### config.mk
export PLATFORM = sky130hd
export DESIGN_NAME = art_timer
export DESIGN_NICKNAME = d
export VERILOG_FILES = /design/src/art_pkg.sv /design/src/art_tick.sv /design/src/art_half.sv /design/src/art_timer.sv
export SDC_FILE = /design/constraint.sdc
export NUM_CORES = 1
export LEC_CHECK = 0
export BUFFER_PORTS_ARGS = -buffer_cell sky130_fd_sc_hd__buf_2
export CAP_MARGIN = 15
export CORE_ASPECT_RATIO = 1.2
export CORE_MARGIN = 2
export CORE_UTILIZATION = 33
export DETAILED_ROUTE_END_ITERATION = 6
export PLACE_DENSITY = 0.61
export SLEW_MARGIN = 25
export SYNTH_ARGS = -nofsm -noshare
export SYNTH_HDL_FRONTEND = slang
export SYNTH_HIERARCHICAL = 1
export SYNTH_SLANG_ARGS = --single-unit
### constraint.sdc
create_clock -name mclk -period 3.4 [get_ports mclk]
set_clock_uncertainty 0.05 [all_clocks]
set_input_delay 0.17 -clock mclk [delete_from_list [all_inputs] [get_ports mclk]]
set_output_delay 0.17 -clock mclk [all_outputs]
set_load 0.03 [all_outputs]
### src/art_pkg.sv
`default_nettype none
package art_pkg;

    // timer control register location and layout
    localparam logic [7:0] ART_CTRL_ADDR     = 8'h91;
    localparam logic [7:0] ART_CTRL_PAGE     = 8'h00;
    localparam int         ART_BIT_HIGH_FLAG = 7;
    localparam int         ART_BIT_LOW_FLAG  = 6;
    localparam int         ART_BIT_LOW_IEN   = 5;
    localparam int         ART_BIT_CAP_EN    = 4;
    localparam int         ART_BIT_SPLIT     = 3;
    localparam int         ART_BIT_RUN       = 2;
    localparam int         ART_BIT_XCLK      = 0;

    // reset values
    localparam logic [7:0] ART_CTRL_RESET    = 8'h00;
    localparam logic [7:0] ART_BYTE_RESET    = 8'h00;

    // prescaler figures
    localparam int         ART_SYS_DIV       = 12;
    localparam int         ART_EXT_DIV       = 8;
    localparam logic [3:0] ART_DIV12_LAST    = 4'(ART_SYS_DIV - 1);
    localparam logic [2:0] ART_EXT_LAST      = 3'(ART_EXT_DIV - 1);

    localparam logic [7:0] ART_BYTE_MAX      = 8'hff;

    // software-owned control bits
    typedef struct packed {
        logic split_mode_sel;
        logic run_ctrl;
        logic low_irq_enable;
        logic capture_enable;
        logic external_clock_sel;
        logic high_clock_sel;
        logic low_clock_sel;
        logic timer_irq_enable;
    } art_ctrl_t;

    // software write port for one byte register
    typedef struct packed {
        logic       wr;
        logic [7:0] data;
    } art_bwr_t;

    // tick picked by a half's clock select and the external select
    function automatic logic art_pick_tick(input logic clk_sel,
                                           input logic xclk,
                                           input logic t12,
                                           input logic t8);
        if (clk_sel) begin
            art_pick_tick = 1'b1;
        end else if (xclk) begin
            art_pick_tick = t8;
        end else begin
            art_pick_tick = t12;
        end
    endfunction

endpackage
`default_nettype wire

### src/art_tick.sv
`timescale 1ns/10ps
`default_nettype none
// tick pulses made in the mclk domain; no derived clocks leave this module
module art_tick
    import art_pkg::*;
(
    input  wire logic mclk,
    input  wire logic rst,
    input  wire logic ext_osc_in,
    output logic      tick_div12,
    output logic      tick_ext8
);

    logic [3:0] div12_r;
    logic [3:0] div12_nxt;
    logic       sync1_r;
    logic       sync2_r;
    logic       osc_last_r;
    logic [2:0] ext_r;
    logic [2:0] ext_nxt;
    logic       t12_r;
    logic       t12_nxt;
    logic       t8_r;
    logic       t8_nxt;

    always_comb begin
        div12_nxt = (div12_r == ART_DIV12_LAST) ? 4'h0 : div12_r + 4'h1;
        t12_nxt   = (div12_r == ART_DIV12_LAST);
        ext_nxt   = ext_r;
        t8_nxt    = 1'b0;
        // count rising edges of the synchronised oscillator
        if (sync2_r && !osc_last_r) begin
            ext_nxt = ext_r + 3'h1;
            // bit 2 of the divider falls when it wraps from 7 to 0
            t8_nxt  = (ext_r == ART_EXT_LAST);
        end
    end

    always_ff @(posedge mclk or posedge rst) begin
        if (rst) begin
            div12_r    <= 4'h0;
            sync1_r    <= 1'b0;
            sync2_r    <= 1'b0;
            osc_last_r <= 1'b0;
            ext_r      <= 3'h0;
            t12_r      <= 1'b0;
            t8_r       <= 1'b0;
        end else begin
            div12_r    <= div12_nxt;
            sync1_r    <= ext_osc_in;
            sync2_r    <= sync1_r;
            osc_last_r <= sync2_r;
            ext_r      <= ext_nxt;
            t12_r      <= t12_nxt;
            t8_r       <= t8_nxt;
        end
    end

    assign tick_div12 = t12_r;
    assign tick_ext8  = t8_r;

endmodule // art_tick
`default_nettype wire

### src/art_half.sv
`timescale 1ns/10ps
`default_nettype none
// one byte half of the counter; software write beats load beats increment
module art_half
    import art_pkg::*;
(
    input  wire logic       mclk,
    input  wire logic       rst,
    input  wire logic       inc,
    input  wire logic       load,
    input  wire logic [7:0] load_val,
    input  wire art_bwr_t   sw_wr,
    output logic [7:0]      count,
    output logic            at_max
);

    logic [7:0] cnt_r;
    logic [7:0] cnt_nxt;

    always_comb begin
        cnt_nxt = cnt_r;
        if (sw_wr.wr) begin
            cnt_nxt = sw_wr.data;
        end else if (load) begin
            cnt_nxt = load_val;
        end else if (inc) begin
            cnt_nxt = cnt_r + 8'h01;
        end
    end

    always_ff @(posedge mclk or posedge rst) begin
        if (rst) begin
            cnt_r <= ART_BYTE_RESET;
        end else begin
            cnt_r <= cnt_nxt;
        end
    end

    assign count  = cnt_r;
    assign at_max = (cnt_r == ART_BYTE_MAX);

endmodule // art_half
`default_nettype wire

### src/art_timer.sv
`timescale 1ns/10ps
`default_nettype none
module art_timer
    import art_pkg::*;
(
    input  wire logic       mclk,
    input  wire logic       rst,
    input  wire logic       ext_osc_in,
    input  wire art_ctrl_t  ctrl,
    input  wire logic       clr_high_flag,
    input  wire logic       clr_low_flag,
    input  wire art_bwr_t   wr_count_low,
    input  wire art_bwr_t   wr_count_high,
    input  wire art_bwr_t   wr_reload_low,
    input  wire art_bwr_t   wr_reload_high,
    output logic [7:0]      count_low_byte,
    output logic [7:0]      count_high_byte,
    output logic [7:0]      reload_low_byte,
    output logic [7:0]      reload_high_byte,
    output logic [7:0]      timer_control_reg,
    output logic            high_overflow_flag,
    output logic            low_overflow_flag,
    output logic            irq_req
);

    logic       tick_div12;
    logic       tick_ext8;
    logic       low_tick;
    logic       high_tick;
    logic       low_max;
    logic       high_max;
    logic       low_inc;
    logic       high_inc;
    logic       low_load;
    logic       high_load;
    logic       low_ovf;
    logic       high_ovf;
    logic       capture_evt;

    logic [7:0] rl_low_r;
    logic [7:0] rl_low_nxt;
    logic [7:0] rl_high_r;
    logic [7:0] rl_high_nxt;
    logic       hflag_r;
    logic       hflag_nxt;
    logic       lflag_r;
    logic       lflag_nxt;
    logic       irq_r;
    logic       irq_nxt;
    logic [7:0] ctl_r;
    logic [7:0] ctl_nxt;

    art_tick u_tick (
        .mclk       (mclk),
        .rst        (rst),
        .ext_osc_in (ext_osc_in),
        .tick_div12 (tick_div12),
        .tick_ext8  (tick_ext8)
    );

    // tick selection and counting enables
    always_comb begin
        if (ctrl.capture_enable) begin
            // ext/8 is the measured clock here, so it cannot also clock the low byte
            low_tick = ctrl.low_clock_sel ? 1'b1 : tick_div12;
        end else begin
            low_tick = art_pick_tick(ctrl.low_clock_sel, ctrl.external_clock_sel,
                                     tick_div12, tick_ext8);
        end
        high_tick = art_pick_tick(ctrl.high_clock_sel, ctrl.external_clock_sel,
                                  tick_div12, tick_ext8);
        capture_evt = ctrl.capture_enable && tick_ext8;

        if (ctrl.split_mode_sel) begin
            low_inc   = low_tick;
            high_inc  = ctrl.run_ctrl && high_tick;
            low_ovf   = low_inc && low_max;
            high_ovf  = high_inc && high_max;
            low_load  = low_ovf;
            high_load = high_ovf;
        end else begin
            low_inc   = ctrl.run_ctrl && low_tick;
            low_ovf   = low_inc && low_max;
            // high byte takes the carry out of the low byte
            high_inc  = low_ovf;
            high_ovf  = low_ovf && high_max;
            low_load  = high_ovf;
            high_load = high_ovf;
        end
    end

    art_half u_low (
        .mclk     (mclk),
        .rst      (rst),
        .inc      (low_inc),
        .load     (low_load),
        .load_val (rl_low_r),
        .sw_wr    (wr_count_low),
        .count    (count_low_byte),
        .at_max   (low_max)
    );

    art_half u_high (
        .mclk     (mclk),
        .rst      (rst),
        .inc      (high_inc),
        .load     (high_load),
        .load_val (rl_high_r),
        .sw_wr    (wr_count_high),
        .count    (count_high_byte),
        .at_max   (high_max)
    );

    // reload pair, flags, interrupt request, control readback
    always_comb begin
        rl_low_nxt  = rl_low_r;
        rl_high_nxt = rl_high_r;
        if (capture_evt) begin
            rl_low_nxt  = count_low_byte;
            rl_high_nxt = count_high_byte;
        end else begin
            if (wr_reload_low.wr) begin
                rl_low_nxt = wr_reload_low.data;
            end
            if (wr_reload_high.wr) begin
                rl_high_nxt = wr_reload_high.data;
            end
        end

        // a hardware set in the same cycle as a clear wins
        hflag_nxt = hflag_r;
        if (clr_high_flag) begin
            hflag_nxt = 1'b0;
        end
        if (high_ovf || capture_evt) begin
            hflag_nxt = 1'b1;
        end
        lflag_nxt = lflag_r;
        if (clr_low_flag) begin
            lflag_nxt = 1'b0;
        end
        if (low_ovf) begin
            lflag_nxt = 1'b1;
        end

        // request stays up while a flag it covers is pending
        irq_nxt = ctrl.timer_irq_enable &&
                  (hflag_nxt || (ctrl.low_irq_enable && lflag_nxt));

        ctl_nxt = ART_CTRL_RESET;
        ctl_nxt[ART_BIT_HIGH_FLAG] = hflag_nxt;
        ctl_nxt[ART_BIT_LOW_FLAG]  = lflag_nxt;
        ctl_nxt[ART_BIT_LOW_IEN]   = ctrl.low_irq_enable;
        ctl_nxt[ART_BIT_CAP_EN]    = ctrl.capture_enable;
        ctl_nxt[ART_BIT_SPLIT]     = ctrl.split_mode_sel;
        ctl_nxt[ART_BIT_RUN]       = ctrl.run_ctrl;
        ctl_nxt[ART_BIT_XCLK]      = ctrl.external_clock_sel;
    end

    always_ff @(posedge mclk or posedge rst) begin
        if (rst) begin
            rl_low_r  <= ART_BYTE_RESET;
            rl_high_r <= ART_BYTE_RESET;
            hflag_r   <= 1'b0;
            lflag_r   <= 1'b0;
            irq_r     <= 1'b0;
            ctl_r     <= ART_CTRL_RESET;
        end else begin
            rl_low_r  <= rl_low_nxt;
            rl_high_r <= rl_high_nxt;
            hflag_r   <= hflag_nxt;
            lflag_r   <= lflag_nxt;
            irq_r     <= irq_nxt;
            ctl_r     <= ctl_nxt;
        end
    end

    assign reload_low_byte    = rl_low_r;
    assign reload_high_byte   = rl_high_r;
    assign high_overflow_flag = hflag_r;
    assign low_overflow_flag  = lflag_r;
    assign irq_req            = irq_r;
    assign timer_control_reg  = ctl_r;

endmodule // art_timer
`default_nettype wire

* Word-level counts from Yosys, hierarchy flattened
Cells that the tools add are included.
** Operators by class
- Add/subtract/negate cells :: 4
- Equality and inequality tests :: 4
- Mux-type cells :: 26
- Reduce and logical (&&, ||, !) cells :: 17
** Operators by type and width (count)
- 2-to-1 mux 8 bit :: 10
- adder 8 x 1 -> 8 bit, second input constant :: 2
- equality test 8 bit, second input constant :: 2
- 2-to-1 mux 1 bit :: 15
- logical AND 1 bit :: 10
- nonzero test 3 bit :: 2
- adder 4 x 1 -> 4 bit, second input constant :: 1
- equality test 4 bit, second input constant :: 1
- 2-to-1 mux 4 bit :: 1
- nonzero test 2 bit :: 2
- adder 3 x 1 -> 3 bit, second input constant :: 1
- equality test 3 bit, second input constant :: 1
- logical OR 1 bit :: 2
- zero test 1 bit :: 1
** Word-level totals
- Register bits :: 54
- Input port bits :: 49
- Output and inout port bits :: 43
- Logic and storage cells :: 66

* Longest topological paths before layout
Gate-level depths: netlist of run 1.
- Depth in word-level cells :: 11
- Depth in mapped cells :: 12
- Gate-level depth less buffers :: 11

* By module
The synthesis of run 1 kept the hierarchy.
** Modules (own cells, without submodules)
- art_timer :: instances 1, cells an instance 110, area an instance 1141.1 um^2, seq. area each 600.6 um^2
- art_half :: instances 2, cells an instance 67, area an instance 563.0 um^2, seq. area each 200.2 um^2
- art_tick :: instances 1, cells an instance 30, area an instance 465.4 um^2, seq. area each 300.3 um^2

* Worst setup path after synthesis of run 1
OpenSTA, ideal clock, no wires.
- Kind :: register to register
- Start point :: register u_low.cnt_r[0] (netlist: u_low/count[0])
- End point :: register u_high.cnt_r[7] (netlist: u_high/count[7])
- Library setup time :: 0.104 ns
- Arrival time :: 2.301 ns
- Required time :: 3.246 ns
- Path slack :: 0.945 ns
- Cell stages (with the launch flop) :: 12
- Path buffers :: 1
- Period minus slack after synthesis :: 2.455 ns
- Cells stage by stage :: dfrtp_1 -> ha_1 -> nand4_1 -> nor2_1 -> inv_1 -> a211oi_2 -> o2111ai_2 -> inv_1 -> buf_6 -> nor3_2 -> or3_1 -> a221oi_1
** On the way
- Longest elaborated chain between the ends :: 6
- Elaborated cells between the ends (all ways) :: 8
- Classes of those cells :: 1 x eq/ne; 4 x mux; 3 x reduce/logical
** Ends and longest elaborated chain
- start: declaration :: RTL line art_half.sv:17 : logic [7:0] cnt_r;
- start signal: assignment :: RTL line art_half.sv:35 : cnt_r <= cnt_nxt;
- equality test 8 bit (*) :: RTL line art_half.sv:40 : assign at_max = (cnt_r == ART_BYTE_MAX);
- via low_max :: RTL line art_timer.sv:30 : logic low_max;
- logical AND 1 bit (*) :: RTL line art_timer.sv:83 : low_ovf = low_inc && low_max;
- logical AND 1 bit (*) :: RTL line art_timer.sv:86 : high_ovf = low_ovf && high_max;
- 2-to-1 mux 1 bit (*) :: RTL line art_timer.sv:74 : if (ctrl.split_mode_sel) begin
- via high_load :: RTL line art_timer.sv:35 : logic high_load;
- 2-to-1 mux 8 bit :: RTL line art_half.sv:24 : end else if (load) begin
- 2-to-1 mux 8 bit :: RTL line art_half.sv:22 : if (sw_wr.wr) begin
- end signal: assignment :: RTL line art_half.sv:35
- end: declaration :: RTL line art_half.sv:17
Mark *: on every way through the listed nets, which the timed path passes. The rest lies on a longest branch.
A chain may end at the register's enable or synchronous reset.

* Worst setup path after layout of run 1
- Start point :: register u_low.cnt_r[0] (netlist: u_low/count[0])
- End point :: register u_high.cnt_r[7] (netlist: u_high/count[7])
** On the way
- Elaborated cells between the ends (all ways) :: 8
- Classes of those cells :: 1 x eq/ne; 4 x mux; 3 x reduce/logical
** RTL lines
- equality test 8 bit :: RTL line art_half.sv:40
- via low_max :: RTL line art_timer.sv:30
- logical AND 1 bit :: RTL line art_timer.sv:83
- 2-to-1 mux 1 bit :: RTL line art_timer.sv:74
- via high_inc :: RTL line art_timer.sv:33 : logic high_inc;
- nonzero test 3 bit (no line)
The timed path passes the listed nets, and every way through them passes these cells.

==> results, run 1 <==
- During I/O placement, the number of pins put on the boundary was 92.
- The most common cell after layout, fill and taps aside is sky130_fd_sc_hd__buf_2.
- The global-route usage over all layers is 15.41%.
- The number of antenna violations at the first check in global routing was 0.
- Setup violations remaining at the end of the flow were counted as 0.
- For this run, the number of Yosys warnings is 6.
- The library cells used most frequently in the layout, excluding fill and tap cells, are 90 x sky130_fd_sc_hd__buf_2, 52 x sky130_fd_sc_hd__dfrtp_1, 38 x sky130_fd_sc_hd__nand2_1.
- The synthesized netlist contains 49 unique library cells.
- For this configuration, the core starts out at a cell density of 33.89%.
- The leakage power summed over all cells is 1.621 nW.
- The number of antenna cells inserted is 0.
- The most used flip-flop cell after synthesis is sky130_fd_sc_hd__dfrtp_1.
- For this run, design rule violations remaining after detail routing come to 0.
- The number of DRC markers after the initial detailed-route iteration is 58.
- The flow ran to the end, and the final reports show no timing, DRC or antenna violations.
- In this run the cell area of the synthesized design comes to 2733 um2.
- The required time at the endpoint of the critical path is 3.55 ns.
- Measured against its own limit, the worst slew margin works out to 51.78%.
- The kind of end point of the critical path is a flip-flop.
- Static timing analysis puts the maximum clock frequency at 356.8 MHz.
- The H-tree was split into 2 levels.
- Synthesis handed over a netlist of 274 instances.
- Once detailed placement completed, the half-perimeter wirelength came to 5149 um.
- The master of the slowest instance on the critical path is sky130_fd_sc_hd__nor2_1.
- Entering global routing, the biggest net connects 34 pins.
- The share of the clock period used by the worst path after layout is 82.44%.
- Counting flops with an async set or reset pin after synthesis yields a share of 100.0%.
- The clock tree buffer depth is 2.
- The signal arrival time at the worst endpoint is 2.95 ns.
- The average vias per placed instance is 4.965.
- The die covers 9028 um2.
- The root cell of the clock tree is sky130_fd_sc_hd__clkbuf_8.
- The maximum vdd drop is 0.0001642 V.
- The floorplan die width is 87.07 um.
- After synthesis the netlist holds a flip-flop and latch count of 52.
- The detail route stage leaves a number of antenna-violating nets equal to 0.
- The power density normalized to cell area is 469.1 nW/um2.
- Averaged over all synthesized cells, the footprint is 9.973 um2.
- For this block, the via count after detailed routing is 2,269.
- The total of max-cap violations is 0.
- The final count of hold timing violations is 0.
- The synthesized design contains 0 enable-type register cells.
- The critical path goes through ha_1, nand4_1, nor2_1, inv_1, a211oi_2, o21ai_0, nor2_1, nor3_2, or3_1, a221oi_1.
- After clock tree synthesis, the clock-pin slew on the worst setup and hold paths is 0.10 ns.
- The setup fix buffers added after clock tree synthesis is 0.
- The number of clock buffers added by TritonCTS is 5.
- The die extent in y is 103.7 um.
- Global routing finished with a remaining overflow of 0.
- Gates resized during post-CTS repair numbered 0.
- STA classifies the critical path startpoint as a flip-flop.
- The congestion estimate from routability-driven global placement came to 0.8153.
- The clock net in this run drives a total of 52 sinks.
- The cell that appears most often on the critical path is sky130_fd_sc_hd__nor2_1.
- Along the worst path, the maximum fanout reaches 9.
- The actual slew at the worst max-slew pin is 0.7206 ns.
- The area overhead of the layout relative to synthesis is 22.89%.
- After detailed routing, the total wire length is 6733 um.
- After filler insertion, the fill cell instance count of the layout stands at 799.
- Power comes to 0.001575 W.
- The fraction of final layout cells sized beyond drive strength 1 is 32.04%.
- Row generation in the floorplan step produced 36 rows.
- The average detailed-routed wire length per instance is 14.73 um.
- The number of max-slew violations in the final report came to 0.
- The count of TritonRoute iterations in the first routing pass is 4.
- Setup repair after global routing left no endpoint under its margin.
- The largest single stage delay on the critical path is 0.56 ns.
- The TritonCTS clock tree is yes.
- The synthesized netlist net count is 328.
- The number of global-route vias before repair is 2,308.
- The first global-routing pass estimated 11,020 um of wire.
- In the final timing run, aggregate negative setup slack is 0 ns.
- Among cell families on the critical path, the largest total delay comes from simple AND/OR/NAND/NOR gates.
- The worst setup path is of the flip-flop to flip-flop kind.
- Together, buffers and inverters on the worst path number 1.
- The count of nets after finishing is 415.
- The clock reaches the later pin of the worst-skew pair after 0.31 ns.
- The region available for standard cell placement spans 8063 um2.
- The clock period could shrink to 2.803 ns.
- The count of buffers added on input and output ports is 90.
- The sequential-to-total area share from yosys stat is 47.62%.
- The class of the most critical hold timing path is input pin to flip-flop.
==> cell usage after synthesis, drive strengths merged (2+ instances only) <==
cell type	instances	area (um2)
dfrtp	52	1301
nand2	38	142.6
o21ai	31	155.2
mux2i	25	250.2
nor2	16	62.56
a21oi	13	65.06
buf	11	80.08
inv	11	41.29
xnor2	10	87.58
clkbuf	6	26.27
nand4	6	37.54
ha	5	62.56
nor2b	5	38.78
nand3	4	20.02
nor3	4	30.03
and2	3	20.02
mux2	3	41.29
a2111oi	2	17.52
a211oi	2	20.02
a221oi	2	17.52
clkinv	2	17.52
nand2b	2	12.51
nor4	2	12.51
o2111a	2	22.52
o31a	2	17.52
o31ai	2	15.01
or3	2	12.51
==> cells by family after synthesis <==
family          count (synthesis)  synth area share (%)
compound gates                 60                 13.46
simple gates                   87                 16.25
flops                          52                 47.62
other cells                     1                0.1372
buf+inv                        30                 6.044
xor+xnor                       11                 3.526
fa+ha+maj                       5                 2.289
mux                            28                 10.67
==> through the flow <==
step / cells / setup slack [ns] / hold slack (ns) / cell area (um2) / util (%)
floorplan: 274 / 0.9450 / -0.06434 / 2733 / -
global placement: 443 / 0.7840 / 0.1415 / 3203 / 39.73
detailed placement: 443 / 0.6206 / 0.1493 / 3203 / 39.73
CTS: 457 / 0.6124 / 0.006733 / 3357 / 41.64
global route: 457 / 0.3088 / 0.003168 / 3358 / 41.65
finish: 457 / 0.5970 / 0.01271 / 3358 / 41.65
==> layout make-up <==
class	count	area, um2	share of cell area (%)
Clock inverter	1	7.507	0.2235
Multi-Input combinational cell	192	1267	37.74
Tap cell	95	118.9	3.539
Clock buffer	7	86.33	2.571
Timing Repair Buffer	97	518.0	15.42
Inverter	13	58.81	1.751
Sequential cell	52	1301	38.75
==> worst paths after layout <==
| path | start | slack, ns | depth (start not counted) | endpoint |
|---|---|---|---|---|
| worst min-delay path | ctrl[7] | 0.01 | 1 | timer_control_reg[3]$_DFF_PP0_ |
| worst max register to register | u_low/count[0]$_DFFE_PP0P_ | 0.60 | 10 | u_high/count[7]$_DFFE_PP0P_ |
| worst max-delay path | u_low/count[0]$_DFFE_PP0P_ | 0.60 | 10 | u_high/count[7]$_DFFE_PP0P_ |
| worst min register to register | u_tick/sync1_r$_DFF_PP0_ | 0.31 | 0 | u_tick/sync2_r$_DFF_PP0_ |
| max in group asynchronous | rst | 2.46 | 3 | reload_high_byte[5]$_DFFE_PP0P_ |
| min in group asynchronous | rst | 0.35 | 3 | u_high/count[4]$_DFFE_PP0P_ |
==> report_power, final <==
group	switching [W]	total [W]	internal, W	leakage (nW)
combinational	0.000261	0.000428	0.000166	0.945
clock	0.000207	0.000373	0.000166	0.0445
sequential	0.0000799	0.000775	0.000695	0.631
==> routing by layer <==
layer	vias to the layer above	routed length [um]	GRT usage, %
met4	0	116	4.799
met3	10	332	3.108
met1	1065	2863	18.54
li1	1122	-	-
met5	-	0	0
met2	72	3419	27.04
==> what timing repair did <==
item                                    CTS  global route
endpoints found under the setup margin    0             0
hold endpoints to repair                 57             0
hold buffers                              6             0
Note: power is estimated with default switching activity, not from simulation.
==> run 2: changes to the inputs <==
==> constraint.sdc (replaced) <==
create_clock -name mclk -period 2.7 [get_ports mclk]
set_clock_uncertainty 0.05 [all_clocks]
set_input_delay 0.135 -clock mclk [delete_from_list [all_inputs] [get_ports mclk]]
set_output_delay 0.135 -clock mclk [all_outputs]
set_load 0.03 [all_outputs]
==> run 2 against run 1 <==
Compared with the run above:
- setup slack worse by 0.32 ns
- critical path type unchanged
- clock power is 20% higher
- highest routed layer unchanged
- core utilization is 1.5 points higher
- largest power group unchanged
- final cell count is 3.1% higher
- sequential power is 26% higher
- via count is 3.0% higher
- critical endpoint is now u_high/count[5]$_DFFE_PP0P_
==> results, run 2 (synthesized netlist as in run 1, its figures left out) <==
- The run finished with clean final reports.
- Leaving out fill and tap cells, the most frequent cell in the layout is sky130_fd_sc_hd__buf_2.
- The insertion delay of the later-clocked pin in the worst-skew pair is 0.31 ns.
- The worst-case IR drop observed on VDD is 0.0002195 V.
- The clock-pin slew reported for the worst setup and hold paths after clock tree synthesis is 0.10 ns.
- The core outline area is 8063 um2.
- In the final timing run, aggregate negative setup slack is 0 ns.
- The class of the most critical hold timing path is input pin to flip-flop.
- The wire length of the first global-routing pass is 10,840 um.
- Post-CTS timing repair inserted 0 buffers for setup.
- Summing all flip-flop and latch instances after layout gives 1301 um2.
- After detailed routing, the number of remaining DRC violations is 0.
- The repair_antennas step left the layout with diodes totalling 0.
- The initial core utilization is 33.89%.
- The initialized floorplan defines 36 standard-cell rows.
- The signal arrival time at the worst endpoint is 2.57 ns.
- The highest layer used for signal routing is met4.
- The total of max-cap violations is 0.
- For this block, the initial DRC count from the detailed router was 109.
- The fraction of final layout cells sized beyond drive strength 1 is 31.65%.
- The multi-input combinational cells in the finished layout cover a total of 1266 um2.
- The average vias per placed instance is 4.962.
- Dividing the detail-routed wire length by the instance count gives 14.50 um.
- The root cell of the clock tree is sky130_fd_sc_hd__clkbuf_8.
- The number of vias after detailed routing is 2,337.
- The first TritonRoute pass finished after 4 iterations.
- The final setup violation count is 0.
- The H-tree depth reported by CTS is 2.
- Hold repair after CTS inserted 16 buffers.
- After legalization and detailed placement, the total HPWL measured 5133 um.
- After the flow finishes, the layout carries non-filler instances totaling 471.
- From left edge to right edge, the die measures 87.07 um.
- Setup repair after global routing left no endpoint under its margin.
- The biggest fanout along the worst timing path is 8.
- The tree built by TritonCTS fans out to 52 sinks.
- Counting I/O delays and the setup requirement, the final critical path takes 2.427 ns.
- The clock tree buffer depth is 2.
- The count of buffers from port buffering is 90.
- The routed design has 6830 um of wire.
- The number of ports placed on the die boundary is 92.
- The share of the clock period used by the worst path after layout is 89.91%.
- The area overhead of the layout relative to synthesis is 27.38%.
- Clock tree synthesis inserted a total of 5 buffers.
- Timing would allow up to 412.0 MHz.
- The detailed-route wire length on metal 1 is 2976 um.
- Once detail routing completed, the nets flagged for antenna violations numbered 0.
- The met2 wire length is 3449 um.
- The final count of hold timing violations is 0.
- The remaining global-route overflow is 0.
- The die extent in y is 103.7 um.
- The library cells used most frequently in the layout, excluding fill and tap cells, are 90 x sky130_fd_sc_hd__buf_2, 52 x sky130_fd_sc_hd__dfrtp_1, 38 x sky130_fd_sc_hd__nand2_1.
- The required time at the endpoint of the critical path is 2.84 ns.
- TritonCTS built the clock tree.
- The category of the most critical setup path is flip-flop to flip-flop.
- The worst hold margin is 0.007472 ns.
- In this run, post-CTS repair resized a total of 0 instances.
- The congestion estimate from routability-driven global placement came to 0.8296.
- The count of nets after finishing is 429.
- Global routing used 15.14% of the available tracks.
- The number of antenna violations at the first check in global routing was 0.
- STA classifies the critical path startpoint as a flip-flop.
- The maximum number of pins on one net before global-route repair is 34.
- The kind of end point of the critical path is a flip-flop.
- The number of max-slew violations in the final report is 0.
- The number of global-route vias before repair was 2,212.
- The fill cell total of the finished layout is 819.
- The power density normalized to cell area is 566.3 nW/um2.
- The length of routed met3 wiring is 326 um.
- The die covers 9028 um2.
- The number of placed instances with taps included is 447.
- The analysis attributes to cell leakage a power of 1.687 nW.
-- run 2: where the power goes --
part           total, W  switching [W]  internal (W)
combinational  0.000548       0.000328      0.000220
sequential     0.000975      0.0000999      0.000875
clock          0.000448       0.000267      0.000181
total           0.00197       0.000695       0.00128
-- run 2: final timing paths --
check | start | end | slack [ns] | depth (start not counted)
max | u_low/count[1]$_DFFE_PP0P_ | u_high/count[5]$_DFFE_PP0P_ | 0.27 | 12
min | wr_count_high[4] | u_high/count[4]$_DFFE_PP0P_ | 0.007 | 3
max reg2reg | u_low/count[1]$_DFFE_PP0P_ | u_high/count[5]$_DFFE_PP0P_ | 0.27 | 12
min reg2reg | u_tick/sync1_r$_DFF_PP0_ | u_tick/sync2_r$_DFF_PP0_ | 0.31 | 0
max in group asynchronous | rst | reload_high_byte[5]$_DFFE_PP0P_ | 1.67 | 4
min in group asynchronous | rst | u_high/count[2]$_DFFE_PP0P_ | 0.32 | 3
-- run 2: through the flow --
step	utilization, %	instance area (um2)	setup WS [ns]	total power, W
CTS	43.17	3481	0.2686	0.001989
finish	43.17	3481	0.2725	0.001971
floorplan	-	2733	0.2450	0.001343
global placement	40.10	3233	0.3842	0.001512
detailed placement	40.10	3233	0.2831	0.001527
global route	43.17	3481	0.04993	0.002078
-- run 2: final cells by class --
class,count,share of cell area [%]
Inverter,13,1.689
Clock inverter,3,0.5392
Multi-Input combinational cell,192,36.38
Clock buffer,5,1.977
Timing Repair Buffer,111,18.62
Tap cell,95,3.415
Sequential cell,52,37.38
-- run 2: routing by layer --
layer	up-vias	track usage, %
met2	75	26.12
li1	1153	-
met4	0	4.353
met3	5	2.390
met1	1104	19.21
met5	-	0
-- run 2: critical path, cell delays in order (launching register included) --
cell	delay [ns]
sky130_fd_sc_hd__dfrtp_1	0.46
sky130_fd_sc_hd__ha_1	0.26
sky130_fd_sc_hd__nand4_1	0.11
sky130_fd_sc_hd__nor2_1	0.14
sky130_fd_sc_hd__inv_1	0.07
sky130_fd_sc_hd__a211oi_2	0.21
sky130_fd_sc_hd__o21ai_0	0.12
sky130_fd_sc_hd__nor2_1	0.17
sky130_fd_sc_hd__buf_4	0.20
sky130_fd_sc_hd__inv_2	0.04
sky130_fd_sc_hd__o31a_1	0.28
sky130_fd_sc_hd__o21ai_1	0.13
sky130_fd_sc_hd__a21oi_1	0.07
